`src/rtl/tsdr_pkg.sv`:
```
// constants and types of the tile status and debug register bank
//
// Functional notes
// - boot status bits 23:16 give tile number
// - boot status bit 8 flags OTP boot
// - boot status bits 7:0 show boot-select pins
// - security register is read-only loaded word image
// - four ring oscillators each clock own counter
// - control bit1 runs tile, bit0 peripheral oscillators
// - four count registers, bits 15:0, fixed order
// - oscillator counts survive system reset
// - oscillators asynchronous, synchronised into tile clock
// - debugger entry captures saved status value
// - debugger entry captures program counter, debugger-writable
// - debugger entry captures stack pointer, debugger-writable
// - operand one bits 7:0 select core
// - operand two bits 4:0 select register
// - cause bits 2:0 encode debug source
// - bits 17:16 hold lowest firing breakpoint index
// - bits 15:8 hold causing core, else zero
// - reached by processor-status reads and writes
package tsdr_pkg;

   // ----------------------------------------------------------
   // register numbers
   // ----------------------------------------------------------
   localparam logic [7:0] TSDR_REG_BOOT_INFO     = 8'h03;
   localparam logic [7:0] TSDR_REG_SECURITY      = 8'h05;
   localparam logic [7:0] TSDR_REG_OSC_RUN       = 8'h06;
   localparam logic [7:0] TSDR_REG_OSC_COUNT0    = 8'h07;
   localparam logic [7:0] TSDR_REG_OSC_COUNT3    = 8'h0a;
   localparam logic [7:0] TSDR_REG_SAVED_STATUS  = 8'h10;
   localparam logic [7:0] TSDR_REG_SAVED_PC      = 8'h11;
   localparam logic [7:0] TSDR_REG_SAVED_STACK   = 8'h12;
   localparam logic [7:0] TSDR_REG_CORE_SELECT   = 8'h13;
   localparam logic [7:0] TSDR_REG_REG_SELECT    = 8'h14;
   localparam logic [7:0] TSDR_REG_ENTRY_CAUSE   = 8'h15;

   // ----------------------------------------------------------
   // field positions and widths
   // ----------------------------------------------------------
   localparam int TSDR_BOOT_TILE_LSB   = 16;
   localparam int TSDR_BOOT_OTP_BIT    = 8;
   localparam int TSDR_BOOT_PINS_W     = 8;
   localparam int TSDR_RUN_TILE_BIT    = 1;
   localparam int TSDR_RUN_PERIPH_BIT  = 0;
   localparam int TSDR_OSC_N           = 4;
   localparam int TSDR_OSC_CNT_W       = 16;
   localparam int TSDR_CORE_SEL_W      = 8;
   localparam int TSDR_REG_SEL_W       = 5;
   localparam int TSDR_CAUSE_IDX_LSB   = 16;
   localparam int TSDR_CAUSE_CORE_LSB  = 8;
   localparam int TSDR_BP_N            = 4;

   // ----------------------------------------------------------
   // reset values
   // ----------------------------------------------------------
   localparam logic [1:0]  TSDR_OSC_RUN_RST = 2'h0;
   localparam logic [31:0] TSDR_WORD_RST    = 32'h0000_0000;

   // ----------------------------------------------------------
   // debug entry causes
   // ----------------------------------------------------------
   typedef enum logic [2:0] {
      TSDR_CAUSE_NONE     = 3'h0,
      TSDR_CAUSE_JTAG     = 3'h1,
      TSDR_CAUSE_CALL     = 3'h2,
      TSDR_CAUSE_INSN_BP  = 3'h3,
      TSDR_CAUSE_DATA_WP  = 3'h4,
      TSDR_CAUSE_RES_WP   = 3'h5
   } tsdr_cause_t;

endpackage

```
`src/rtl/tsdr_osc_if.sv`:
```
// carrier between register bank and oscillator counters
`timescale 1ns/10ps
interface tsdr_osc_if;
   import tsdr_pkg::*;
   logic [TSDR_OSC_N-1:0]                     run;
   logic [TSDR_OSC_N-1:0][TSDR_OSC_CNT_W-1:0] count;
   modport ctrl (output run, input count);
   modport cnt  (input run, output count);
endinterface

```
`src/rtl/tsdr_bank.sv`:
```
// tile status and debug register bank on the processor-status port
`timescale 1ns/10ps
module tsdr_bank
   import tsdr_pkg::*;
#(
   parameter int CNT_W = TSDR_OSC_CNT_W
)(
   input  wire logic                        clk,              // tile clock, 250 MHz
   input  wire logic                        reset,            // async, active high
   // processor-status port
   input  wire logic                        ps_rd,            // status read strobe
   input  wire logic                        ps_wr,            // status write strobe
   input  wire logic [7:0]                  ps_reg,           // register number
   input  wire logic [31:0]                 ps_wdata,         // write data
   output logic      [31:0]                 ps_rdata,         // read data
   output logic                             ps_rvalid,        // read data valid pulse
   input  wire logic                        debug_mode,       // core is in debug mode
   // boot and security
   input  wire logic [7:0]                  tile_number,      // switch tile number
   input  wire logic                        otp_boot_en,      // OTP boot enabled
   input  wire logic [TSDR_BOOT_PINS_W-1:0] boot_select_pin,  // raw boot-select pins
   input  wire logic [31:0]                 security_word,    // word loaded from OTP
   // ring oscillators
   input  wire logic [TSDR_OSC_N-1:0]       osc_ring,         // raw oscillator outputs
   output logic                             tile_osc_run,     // run tile oscillators
   output logic                             periph_osc_run,   // run peripheral oscillators
   // debug entry
   input  wire logic                        debug_enter,      // debugger entry pulse
   input  wire logic [31:0]                 saved_status_value,    // saved status
   input  wire logic [31:0]                 saved_program_counter, // saved PC
   input  wire logic [31:0]                 saved_stack_pointer,   // saved SP
   input  wire logic [2:0]                  entry_cause,      // cause code
   input  wire logic [TSDR_BP_N-1:0]        bp_hit,           // firing break/watchpoints
   input  wire logic                        core_caused,      // a core raised it
   input  wire logic [7:0]                  entry_core,       // that core's number
   // operands of the debug core register read
   output logic      [TSDR_CORE_SEL_W-1:0]  inspect_core,     // selected core
   output logic      [TSDR_REG_SEL_W-1:0]   inspect_reg       // selected register
);

   generate
      if (CNT_W < 1 || CNT_W > TSDR_OSC_CNT_W) begin : g_bad_width
         $error("counter width outside 1..16");
      end
   endgenerate

   // ----------------------------------------------------------
   // state
   // ----------------------------------------------------------
   typedef struct packed {
      logic [TSDR_BOOT_PINS_W-1:0] pin_sync1;
      logic [TSDR_BOOT_PINS_W-1:0] pin_sync2;
      logic [1:0]                  osc_run;
      logic [31:0]                 saved_status;
      logic [31:0]                 saved_pc;
      logic [31:0]                 saved_stack;
      logic [TSDR_CORE_SEL_W-1:0]  core_sel;
      logic [TSDR_REG_SEL_W-1:0]   reg_sel;
      logic [1:0]                  cause_idx;
      logic [7:0]                  cause_core;
      logic [2:0]                  cause_code;
      logic [31:0]                 rdata;
      logic                        rvalid;
   } tsdr_state_t;

   localparam tsdr_state_t STATE_RST = '{
      pin_sync1    : '0,
      pin_sync2    : '0,
      osc_run      : TSDR_OSC_RUN_RST,
      saved_status : TSDR_WORD_RST,
      saved_pc     : TSDR_WORD_RST,
      saved_stack  : TSDR_WORD_RST,
      core_sel     : '0,
      reg_sel      : '0,
      cause_idx    : '0,
      cause_core   : '0,
      cause_code   : TSDR_CAUSE_NONE,
      rdata        : TSDR_WORD_RST,
      rvalid       : 1'b0
   };

   tsdr_state_t s_q;
   tsdr_state_t s_d;

   tsdr_osc_if osc ();

   // ----------------------------------------------------------
   // oscillator counters
   // ----------------------------------------------------------
   tsdr_osc_count #(
      .CNT_W    (CNT_W)
   ) u_osc_count (
      .clk      (clk),
      .osc_ring (osc_ring),
      .osc      (osc.cnt)
   );

   // channels 0,1 are tile cell/wire, 2,3 peripheral cell/wire
   assign osc.run = {{2{s_q.osc_run[TSDR_RUN_PERIPH_BIT]}},
                     {2{s_q.osc_run[TSDR_RUN_TILE_BIT]}}};

   // ----------------------------------------------------------
   // lowest firing break/watchpoint index
   // ----------------------------------------------------------
   function automatic logic [1:0] lowest_hit(input logic [TSDR_BP_N-1:0] hits);
      logic [1:0] idx;
      idx = 2'h0;
      for (int i = TSDR_BP_N - 1; i >= 0; i--) begin
         if (hits[i]) begin
            idx = 2'(i);
         end
      end
      return idx;
   endfunction

   // ----------------------------------------------------------
   // read multiplexer
   // ----------------------------------------------------------
   function automatic logic [31:0] read_word(input logic [7:0] num, input tsdr_state_t s,
                                             input logic [TSDR_OSC_N-1:0][TSDR_OSC_CNT_W-1:0] cnt);
      logic [31:0] w;
      w = 32'h0000_0000;
      unique case (num)
         TSDR_REG_BOOT_INFO: begin
            w[TSDR_BOOT_TILE_LSB +: 8]          = tile_number;
            w[TSDR_BOOT_OTP_BIT]                = otp_boot_en;
            w[TSDR_BOOT_PINS_W-1:0]             = s.pin_sync2;
         end
         TSDR_REG_SECURITY: begin
            w = security_word;
         end
         TSDR_REG_OSC_RUN: begin
            w[1:0] = s.osc_run;
         end
         TSDR_REG_SAVED_STATUS: begin
            w = s.saved_status;
         end
         TSDR_REG_SAVED_PC: begin
            w = s.saved_pc;
         end
         TSDR_REG_SAVED_STACK: begin
            w = s.saved_stack;
         end
         TSDR_REG_CORE_SELECT: begin
            w[TSDR_CORE_SEL_W-1:0] = s.core_sel;
         end
         TSDR_REG_REG_SELECT: begin
            w[TSDR_REG_SEL_W-1:0] = s.reg_sel;
         end
         TSDR_REG_ENTRY_CAUSE: begin
            w[TSDR_CAUSE_IDX_LSB +: 2]  = s.cause_idx;
            w[TSDR_CAUSE_CORE_LSB +: 8] = s.cause_core;
            w[2:0]                      = s.cause_code;
         end
         default: begin
            // counts sit at four consecutive numbers
            if (num >= TSDR_REG_OSC_COUNT0 && num <= TSDR_REG_OSC_COUNT3) begin
               w[TSDR_OSC_CNT_W-1:0] = cnt[2'(num - TSDR_REG_OSC_COUNT0)];
            end
         end
      endcase
      return w;
   endfunction

   // ----------------------------------------------------------
   // next state
   // ----------------------------------------------------------
   always_comb begin
      logic dbg_wr;
      dbg_wr = ps_wr && debug_mode;
      s_d    = s_q;

      // boot-select pins come from outside the clock domain
      s_d.pin_sync1 = boot_select_pin;
      s_d.pin_sync2 = s_q.pin_sync1;

      // read answers one cycle after the strobe
      s_d.rvalid = ps_rd;
      if (ps_rd) begin
         s_d.rdata = read_word(ps_reg, s_q, osc.count);
      end

      // plain writes; debug-only registers need debug mode
      if (ps_wr && ps_reg == TSDR_REG_OSC_RUN) begin
         s_d.osc_run = ps_wdata[1:0];
      end
      if (dbg_wr) begin
         unique case (ps_reg)
            TSDR_REG_SAVED_PC: begin
               s_d.saved_pc = ps_wdata;
            end
            TSDR_REG_SAVED_STACK: begin
               s_d.saved_stack = ps_wdata;
            end
            TSDR_REG_CORE_SELECT: begin
               s_d.core_sel = ps_wdata[TSDR_CORE_SEL_W-1:0];
            end
            TSDR_REG_REG_SELECT: begin
               s_d.reg_sel = ps_wdata[TSDR_REG_SEL_W-1:0];
            end
            TSDR_REG_ENTRY_CAUSE: begin
               s_d.cause_idx  = ps_wdata[TSDR_CAUSE_IDX_LSB +: 2];
               s_d.cause_core = ps_wdata[TSDR_CAUSE_CORE_LSB +: 8];
               s_d.cause_code = ps_wdata[2:0];
            end
            default: begin
               // read-only and unmapped numbers ignore writes
               s_d.rvalid = s_d.rvalid;
            end
         endcase
      end

      // capture after writes so a same-cycle entry always wins
      if (debug_enter) begin
         s_d.saved_status = saved_status_value;
         s_d.saved_pc     = saved_program_counter;
         s_d.saved_stack  = saved_stack_pointer;
         s_d.cause_code = entry_cause;
         s_d.cause_idx  = 2'h0;
         if (entry_cause == TSDR_CAUSE_INSN_BP || entry_cause == TSDR_CAUSE_DATA_WP
             || entry_cause == TSDR_CAUSE_RES_WP) begin
            s_d.cause_idx = lowest_hit(bp_hit);
         end
         s_d.cause_core = core_caused ? entry_core : 8'h00;
      end
   end

   // ----------------------------------------------------------
   // state register
   // ----------------------------------------------------------
   always_ff @(posedge clk or posedge reset) begin
      if (reset) begin
         s_q <= STATE_RST;
      end else begin
         s_q <= s_d;
      end
   end

   // ----------------------------------------------------------
   // outputs, all straight from flip-flops
   // ----------------------------------------------------------
   assign ps_rdata       = s_q.rdata;
   assign ps_rvalid      = s_q.rvalid;
   assign tile_osc_run   = s_q.osc_run[TSDR_RUN_TILE_BIT];
   assign periph_osc_run = s_q.osc_run[TSDR_RUN_PERIPH_BIT];
   assign inspect_core   = s_q.core_sel;
   assign inspect_reg    = s_q.reg_sel;

   // counts drift while oscillators run; stop them before reading

endmodule

```
`src/rtl/tsdr_osc_count.sv`:
```
// ring oscillator edge counters, one per oscillator
`timescale 1ns/10ps
module tsdr_osc_count
   import tsdr_pkg::*;
#(
   parameter int CNT_W = TSDR_OSC_CNT_W
)(
   input  wire logic                  clk,      // tile clock
   input  wire logic [TSDR_OSC_N-1:0] osc_ring, // raw ring oscillator outputs
   tsdr_osc_if.cnt                    osc       // run in, counts out
);

   generate
      if (CNT_W < 1 || CNT_W > TSDR_OSC_CNT_W) begin : g_bad_width
         $error("counter width outside 1..16");
      end
   endgenerate

   typedef struct packed {
      logic [TSDR_OSC_N-1:0]            sync1;
      logic [TSDR_OSC_N-1:0]            sync2;
      logic [TSDR_OSC_N-1:0]            last;
      logic [TSDR_OSC_N-1:0][CNT_W-1:0] cnt;
   } tsdr_cnt_state_t;

   // power-on value only; a system reset never clears the counts
   tsdr_cnt_state_t s_q = '0;
   tsdr_cnt_state_t s_d;

   // ----------------------------------------------------------
   // next state
   // ----------------------------------------------------------
   always_comb begin
      s_d       = s_q;
      s_d.sync1 = osc_ring;
      s_d.sync2 = s_q.sync1;
      s_d.last  = s_q.sync2;
      for (int i = 0; i < TSDR_OSC_N; i++) begin
         // count rising edges only while this oscillator runs
         if (osc.run[i] && s_q.sync2[i] && !s_q.last[i]) begin
            s_d.cnt[i] = s_q.cnt[i] + CNT_W'(1);
         end
      end
   end

   // no reset on purpose: counts must outlive a system reset
   always_ff @(posedge clk) begin
      s_q <= s_d;
   end

   generate
      for (genvar g = 0; g < TSDR_OSC_N; g++) begin : g_out
         assign osc.count[g] = TSDR_OSC_CNT_W'(s_q.cnt[g]);
      end
   endgenerate

endmodule

```
`config.mk`:
```
export PLATFORM = sky130hd
export DESIGN_NAME = tsdr_bank
export DESIGN_NICKNAME = d
export VERILOG_FILES = /design/src/rtl/tsdr_pkg.sv /design/src/rtl/tsdr_osc_if.sv /design/src/rtl/tsdr_bank.sv /design/src/rtl/tsdr_osc_count.sv
export SDC_FILE = /design/constraint.sdc
export NUM_CORES = 1
export LEC_CHECK = 0
export ABC_AREA = 0
export BUFFER_PORTS_ARGS = -buffer_cell sky130_fd_sc_hd__buf_4
export CORE_MARGIN = 4
export CORE_UTILIZATION = 53
export DETAILED_ROUTE_END_ITERATION = 12
export PLACE_DENSITY = 0.79
export SETUP_SLACK_MARGIN = 0.02
export SYNTH_ARGS = -nofsm -noshare
export SYNTH_HDL_FRONTEND = slang
export SYNTH_SLANG_ARGS = --single-unit
```
`constraint.sdc`:
```
create_clock -name clk -period 7.8 [get_ports clk]
set_input_delay 1.56 -clock clk [delete_from_list [all_inputs] [get_ports clk]]
set_output_delay 1.56 -clock clk [all_outputs]
set_load 0.01 [all_outputs]
```
Word level (Yosys, flattened, before mapping)
Cells that the tools add are included.
- flip-flop bits (word level): 249
- output and inout bits: 48
- logic and storage cells: 96
- add/sub/neg operators: 5
- $lt $le $gt $ge: 3
- equality and inequality tests: 12
- muxes and demuxes: 26
- reductions and logical operators: 30
- operators by type and width (operator ; number):
    $mux 90 ; 1
    $add 16x1->16 const B ; 4
    $mux 32 ; 2
    $mux 64 ; 1
    $eq 8x5->1 const B ; 6
    $pmux 7 s6 ; 1
    $bmux 16 s2 ; 1
    $mux 16 ; 2
    $pmux 8 s4 ; 1
    $pmux 6 s5 ; 1
    $mux 13 ; 2
    $pmux 3 s7 ; 1
    $pmux 2 s9 ; 1
    $eq 8x3->1 const B ; 2
    $mux 8 ; 2
    $pmux 2 s8 ; 1
    $pmux 2 s6 ; 1
    $logic_and 1x1->1 ; 11
    $mux 2 ; 5
    $reduce_and 2->1 ; 5
    $pmux 1 s9 ; 1
    $eq 8x2->1 const B ; 1
    $ge 8x3->1 const B ; 1
    $le 8x4->1 const B ; 1
    other kinds (12) ; 21

Logic depth before layout (Yosys ltp)
Gate-level depths: netlist (run 1).
- depth after elaboration: 6
- depth in mapped cells: 10
- gate-level depth less buffers: 6

Modules after synthesis
Synthesis (run 1) repeated with hierarchy kept, for this count alone.
- cells, all modules: 1122
- area total of the unflattened synthesis: 12699.7 µm²
- by module, submodules not included (module ; instances ; cells an instance ; area an instance (µm²) ; seq. area each (µm²)):
    tsdr_bank ; 1 ; 825 ; 9019.9 ; 4329.2
    tsdr_osc_count ; 1 ; 297 ; 3679.8 ; 2162.1

Worst setup path after synthesis (run 1)
No wires, ideal clock.
- path kind: input -> register
- start: input ps_reg[0]
- end: register s_q (netlist bit ps_rdata[0])
- data arrival time: 3.721 ns
- required time: 7.671 ns
- path slack: 3.949 ns
- stages: 9
- path through: buf_2 > buf_1 > inv_1 > ha_1 > buf_2 > buf_2 > mux4_2 > a32oi_1 > o22ai_1
- word-level cells in the longest chain between the ends: 5
- ends and longest elaborated chain (item ; line ; text):
    start: declaration ; tsdr_bank.sv:13 ; input wire logic [7:0] ps_reg,
    $sub 2x2->2 ; tsdr_bank.sv:158 ; w[TSDR_OSC_CNT_W-1:0] = cnt[2'(num - TSDR_REG_OSC_COUNT0)];
    $bmux 16 s2 ; tsdr_bank.sv:158 ;
    $mux 16 (not written as such) ; tsdr_bank.sv:158 ;
    $mux 16 ; tsdr_bank.sv:157 ; if (num >= TSDR_REG_OSC_COUNT0 && num <= TSDR_REG_OSC_COUNT3) begin
    $pmux 2 s9 (*) ; tsdr_bank.sv:123 ; unique case (num)
    end signal: assignment ; tsdr_bank.sv:233 ; s_q <= STATE_RST;
    end signal: assignment ; tsdr_bank.sv:235 ; s_q <= s_d;
    end: declaration ; tsdr_bank.sv:82 ; tsdr_state_t s_q;
Mark *: on every way between the ends. The rest lies on a longest branch, timed or not. The select of a mux whose other input is x is not followed.
A chain may end at the register's enable or synchronous reset.

Worst setup path in the final report (run 1)
- start: input ps_reg[0]
- end: register s_q (netlist bit ps_rdata[5])
- word-level cells in the longest chain between the ends: 5
- ends and longest elaborated chain (item ; line):
    $sub 2x2->2 ; tsdr_bank.sv:158
    $bmux 16 s2 ; tsdr_bank.sv:158
    $mux 16 (not written as such) ; tsdr_bank.sv:158
    $mux 16 ; tsdr_bank.sv:157
    $pmux 3 s7 (*) ; tsdr_bank.sv:123
Marked as above.

==> reports/qor.yml, run 1 <==
status: "complete, no violations"
pwr-share-clk_pct: 43.0
synth_top_area_share_pct: 35.27
rsz0062_at_grt: "false"
ys_seq_area_share_pct: 52.88
critical_path.slowest_cell: "nor3_4"
h-tree-depth: 1
cts_setup_buffers: 0
via_per_inst: 6.176
synthTopCellsByArea: "dfrtp_1 (35%), edfxtp_1 (16%), mux2i_1 (5.7%)"
rr_startpoint: "u_osc_count.osc.count[18]$_DFFE_PP_"
die_h_um: 160.2
track_usage_pct: 27.29
drc_errors: 0
clk-insertion-delay-late_ps: 550
syn_inst: 1086
min_path_type: "reg2reg"
dp.cells: 1530
cp.required_ps: 8270
syn_area_per_cell_sq_um: 11.30
grt_overflow: 0
timing.rr.end: "u_osc_count.osc.count[31]$_DFFE_PP_"
drive_gt1_share_pct: 30.15
grt_max_degree: 67
dp_hpwl_um: 25730
reg2reg_depth: 4
fin_crit_sh_pct: 49.37
grt_antenna_before_repair: 1
p_int_mw: 2.419
worst_pin_slew_ps: 1278
power_switching_uw: 758.5
grt_pass1_vias: 9971
r2r_setup_slack_ps: 5820
first_iter_violations: 1143
start_util_pct: 54.05
synth_area_sq_um: 12270
synthFlopType: "dfrtp_1"
synth_largest_area_cell: "dfrtp_1"
timing_hold_violations_final: 0
irDropWorstVdd_mv: 0.1680
max_stage_delay_ps: 870
clk_pin_slew_ps: 60
whs_path_depth: 0
ant_nets: 0
yosysWarnings: 0
pre_cts_slack_ps: 3404
path_max_fanout: 44
cts_buffer_depth: 3
worstSetupPathType: "in2reg"
async_flop_share_pct: 69.48
cts-root-buf: "clkbuf_16"
p_leak_nw: 6.739
post_cts_resized: 0
first_pass_iters: 7
synthDistinctLibCells: 67
cts.sinks: 249
grt_pass1_wl_um: 56120
fp.dieArea_sq_um: 25660
fin_nets: 1494
globalplace.congestion: 0.8870
hold_path_startpoint: "u_osc_count.s_d[70]$_DFF_P_"
num_vias: 9782
synth-edff-count: 64
swShare_pct: 23.87
setup_viol: 0
worstSetupStartpoint: "ps_reg[0]"
crit_path_end: "ps_rdata[5]$_DFFE_PP0P_"
regMostFlops: "s_q"
final_common_cell: "buf_4"
skew_ps: 21.80
ys_ff_latch: 249
maxSlewHeadroom_pct: 14.83
synth_fp_nets: 1305
fin_cells: 1584
routed_wl_um: 35920
cp-end-kind: "flop"
fin_util_pct: 66.24
power_density_nw_per_um2: 211.2
max_freq_ghz: 0.2597
slew_violations: 0
syn2layout_area_growth_pct: 22.55
p_seq_share_pct: 46.0
cts_tree: "built"
hold_buffers: 0
crit_chain: "buf_4 > ha_2 > buf_4 > nand2_1 > nor3_4 > nand2_1 > a41oi_1"
p_comb_share_pct: 11.1
cts_buffers: 28
rows: 55
die_x_um: 160.2
fin_crit_ps: 3851
core_area_sq_um: 22710
numPortBuffers: 258
setup_ws_ps: 3949
wl_per_cell_um: 22.68
largest_register_ff_count: 117
critPathArrivalTime_ps: 4320
layout_common_cells: "buf_4 (272), dfrtp_1 (173), nand2_1 (135)"
tns_ps: 0
maxCapViolCount: 0
ios: 259
start_kind: "input port"
[critical path: cells and delay by family]
kind	cells	cell delay [ps]
AOI/OAI and AO/OA	1	240
adders and majority gates	1	220
buffers and inverters	2	700
and+or+nand+nor	3	1570
[cells in the mapped netlist (all sizes together) (2+ instances only)]
cell	count
buf	62
nor3	5
and4	6
mux2i	70
or3	2
a2bb2oi	15
ha	8
o21a	8
a211o	7
a221oi	5
a222oi	30
nor2	61
a41oi	7
inv	16
nor4b	2
xor2	20
mux4	16
and3	10
o21ai	84
nand2	136
xnor2	36
nor4	2
nand3	41
nor2b	2
clkbuf	51
dfrtp	173
a32o	3
o32a	3
nand2b	3
and2	2
a31oi	15
edfxtp	64
nand3b	2
mux2	48
nand4	13
a21oi	12
dfxtp	12
a22oi	15
o22ai	2
[per-layer routing]
| metal | routed length, um | vias to the layer above | track usage (%) |
|---|---|---|---|
| li1 | - | 4334 | - |
| met1 | 14370 | 4838 | 37.05 |
| met2 | 17000 | 531 | 43.99 |
| met3 | 3247 | 79 | 5.729 |
| met4 | 1300 | 0 | 9.386 |
| met5 | 0 | - | 0 |
[power by group through the flow]
stage / Sequential [mW] / Combinational [mW] / Clock (mW)
final: 1.46 / 0.352 / 1.37
after global placement: 1.48 / 0.344 / 0
after global routing: 1.47 / 0.382 / 1.43
after floorplan: 1.46 / 0.202 / 0
after detailed placement: 1.48 / 0.350 / 0
after CTS: 1.46 / 0.352 / 1.38
[how the worst min path moves through the flow]
| stage | to | slack (ps) |
|---|---|---|
| CTS | u_osc_count.s_d[67]$_DFF_P_ | 330 |
| global placement | u_osc_count.s_d[65]$_DFF_P_ | 310 |
| finish | u_osc_count.s_d[66]$_DFF_P_ | 330 |
| global route | u_osc_count.s_d[67]$_DFF_P_ | 330 |
| detailed placement | u_osc_count.s_d[66]$_DFF_P_ | 310 |
| floorplan | u_osc_count.s_d[64]$_DFF_P_ | 310 |
[cell type report]
class | count | area (sq um)
timing repair buffer | 272 | 2042
tap | 285 | 356.6
clock inverter | 8 | 101.3
fill | 1714 | 7667
clock buffer | 44 | 873.3
multi-input combinational | 708 | 5107
inverter | 16 | 65.06
antenna | 2 | 5.005
sequential | 249 | 6491
[kinds of logic (layout without fill, tap and decap cells)]
| kind of cell | Yosys count | after routing | share of synthesized area (%) |
|---|---|---|---|
| AND/OR/NAND/NOR | 295 | 295 | 11.46 |
| flip-flops | 249 | 249 | 52.88 |
| AO/OA/AOI/OAI | 215 | 215 | 12.22 |
| multiplexers | 134 | 134 | 13.05 |
| buffers and inverters | 129 | 340 | 5.576 |
| XOR/XNOR | 56 | 56 | 3.996 |
| adder cells (fa/ha/maj) | 8 | 8 | 0.8155 |
| other | 0 | 2 | 0 |
[stage by stage]
| stage | power [mW] | instance area [sq um] | hold slack (ps) |
|---|---|---|---|
| after floorplan | 1.666 | 12270 | 309.6 |
| after global placement | 1.823 | 14060 | 312.0 |
| after detailed placement | 1.831 | 14060 | 314.6 |
| after CTS | 3.189 | 15040 | 328.5 |
| after global routing | 3.281 | 15040 | 329.7 |
| final | 3.177 | 15040 | 326.2 |
Note: power is estimated with default switching activity, not from simulation.
==> run 2: changes to the inputs <==
==> constraint.sdc (replaced) <==
create_clock -name clk -period 3.9 [get_ports clk]
set_input_delay 0.78 -clock clk [delete_from_list [all_inputs] [get_ports clk]]
set_output_delay 0.78 -clock clk [all_outputs]
set_load 0.01 [all_outputs]
==> reports/qor.yml, run 2 (same netlist as run 1, synthesis figures left out) <==
status: "complete, no violations"
setup_ws_ps: 1293  # -2657 ps
grt_pass1_vias: 10090  # +1.2%
fin_nets: 1499  # +0.33%
via_per_inst: 6.201  # +0.41%
num_vias: 9822  # +0.41%
power_density_nw_per_um2: 416.3  # +97%
post_cts_resized: 0  # unchanged
die_h_um: 160.2  # unchanged
first_pass_iters: 8  # +1
p_comb_share_pct: 11.3  # +0.2 points
rsz0062_at_grt: "false"
cts-root-buf: "clkbuf_16"
setup_viol: 0  # unchanged
largest_register_ff_count: 117  # unchanged
drc_errors: 0  # unchanged
pre_cts_slack_ps: 832.7  # -2571 ps
worstSetupPathType: "in2reg"
maxSlewHeadroom_pct: 32.51  # +18 points
min_path_type: "reg2reg"
clk-insertion-delay-late_ps: 530  # -20 ps
clk_pin_slew_ps: 60  # about the same
grt_antenna_before_repair: 1  # unchanged
regMostFlops: "s_q"
tns_ps: 0  # unchanged
fin_crit_ps: 2607
maxCapViolCount: 0  # unchanged
syn2layout_area_growth_pct: 22.50  # about the same
irDropWorstVdd_mv: 0.3452  # +110%
grt_pass1_wl_um: 57290  # +2.1%
die_x_um: 160.2  # unchanged
grt_max_degree: 174  # +160%
hold_buffers: 0  # unchanged
cts.sinks: 249  # unchanged
n_antenna_cell: 0  # -2
track_usage_pct: 28.08  # +0.79 points
whs_ps: 326.4  # +0.1940 ps
start_util_pct: 54.05  # unchanged
fin_crit_sh_pct: 66.86
cts_buffer_depth: 3  # unchanged
slew_violations: 0  # unchanged
cts_setup_buffers: 0  # unchanged
worst_pin_slew_ps: 1009  # -269.0 ps
pwr-share-clk_pct: 42.0  # -1.0 points
p_leak_nw: 6.736  # about the same
rows: 55  # unchanged
swShare_pct: 24.37  # +0.50 points
power_switching_mw: 1.525  # +100%
fin_cells: 1584  # unchanged
ant_nets: 0  # unchanged
first_iter_violations: 1203  # +5.2%
grt_overflow: 0  # unchanged
dp_hpwl_um: 26210  # +1.9%
cts_tree: "built"
seq_area_sq_um: 6491  # unchanged
fill_cells: 1674  # -2.3%
multi_input_area_sq_um: 5104  # about the same
routed_wl_um: 37190  # +3.5%
drive_gt1_share_pct: 30.25  # +0.11 points
core_area_sq_um: 22710  # unchanged
fin_util_pct: 66.21  # about the same
timing_hold_violations_final: 0  # unchanged
skew_ps: 10.94  # -10.86 ps
max_freq_ghz: 0.3835
dp.cells: 1536  # +0.39%
p_int_mw: 4.734  # +96%
final_common_cell: "buf_4"
p_seq_share_pct: 46.7  # +0.7 points
cp-end-kind: "flop"
cp.required_ps: 4280  # -3990 ps
critPathArrivalTime_ps: 2990  # -1330 ps
h-tree-depth: 1  # unchanged
globalplace.congestion: 0.8964  # +1.1%
wl_per_cell_um: 23.48  # +3.5%
path_max_fanout: 32  # -27%
cts_buffers: 27  # -3.6%
start_kind: "input port"
numPortBuffers: 258  # unchanged
layout_common_cells: "buf_4 (276), dfrtp_1 (173), nand2_1 (135)"
fp.dieArea_sq_um: 25660  # unchanged
ios: 259  # unchanged
run 2: cell types whose count changed in the layout (fill, tap and decap cells not counted), moves of 2 or more:
| cell | delta |
|---|---|
| buf_4 | +4 |
| clkbuf_1 | -3 |
| clkbuf_8 | -3 |
| clkinv_1 | +3 |
| buf_12 | +2 |
| clkinv_2 | -2 |
| diode_2 | -2 |
run 2: metrics by stage:
stage	area, sq um	power (mW)
finish	15040	6.259
global route	15040	6.449
CTS	15030	6.268
global placement	14120	3.647
floorplan	12280	3.332
detailed placement	14120	3.669
run 2: final timing paths:
check                      cells after the start  slack (ps)                                 from                                  end
max in group asynchronous                      3        2710                                reset                   s_q[160]$_DFF_PP0_
max                                            7        1290                            ps_reg[0]                 s_q[116]$_DFFE_PP0P_
min                                            0         330          u_osc_count.s_d[69]$_DFF_P_          u_osc_count.s_d[65]$_DFF_P_
max reg2reg                                    4        1850  u_osc_count.osc.count[19]$_DFFE_PP_  u_osc_count.osc.count[29]$_DFFE_PP_
min in group asynchronous                      3         510                                reset                 s_q[147]$_DFFE_PP0P_
min reg2reg                                    0         330          u_osc_count.s_d[69]$_DFF_P_          u_osc_count.s_d[65]$_DFF_P_
run 2: per-layer routing:
| layer | vias to the layer above | GRT usage, % | routed length, um |
|---|---|---|---|
| li1 | 4336 | - | - |
| met1 | 4855 | 36.61 | 14420 |
| met2 | 526 | 45.38 | 17700 |
| met3 | 103 | 6.503 | 3395 |
| met4 | 2 | 11.97 | 1660 |
| met5 | - | 0 | 14 |
run 2: power by group through the flow:
stage          registers, mW  clock network, mW  logic [mW]
2_1_floorplan           2.93                  0       0.404
3_3_place_gp            2.96                  0       0.686
3_5_place_dp            2.97                  0       0.703
4_1_cts                 2.92               2.64       0.708
5_1_grt                 2.94               2.75       0.768
6_report                2.92               2.63       0.707
run 2: worst max-delay path, stage by stage:
cell,delay [ps]
buf_4,270
ha_2,670
buf_4,400
nand4_1,120
buf_4,350
mux2i_1,240
o21ai_0,100
run 2: final cells by class:
| cell class | instances | area share (%) |
|---|---|---|
| Clock buffer | 37 | 5.292 |
| Inverter | 16 | 0.4244 |
| Multi-Input combinational cell | 708 | 33.94 |
| Tap cell | 285 | 2.372 |
| Sequential cell | 249 | 43.17 |
| Timing Repair Buffer | 278 | 14.05 |
| Clock inverter | 11 | 0.7489 |
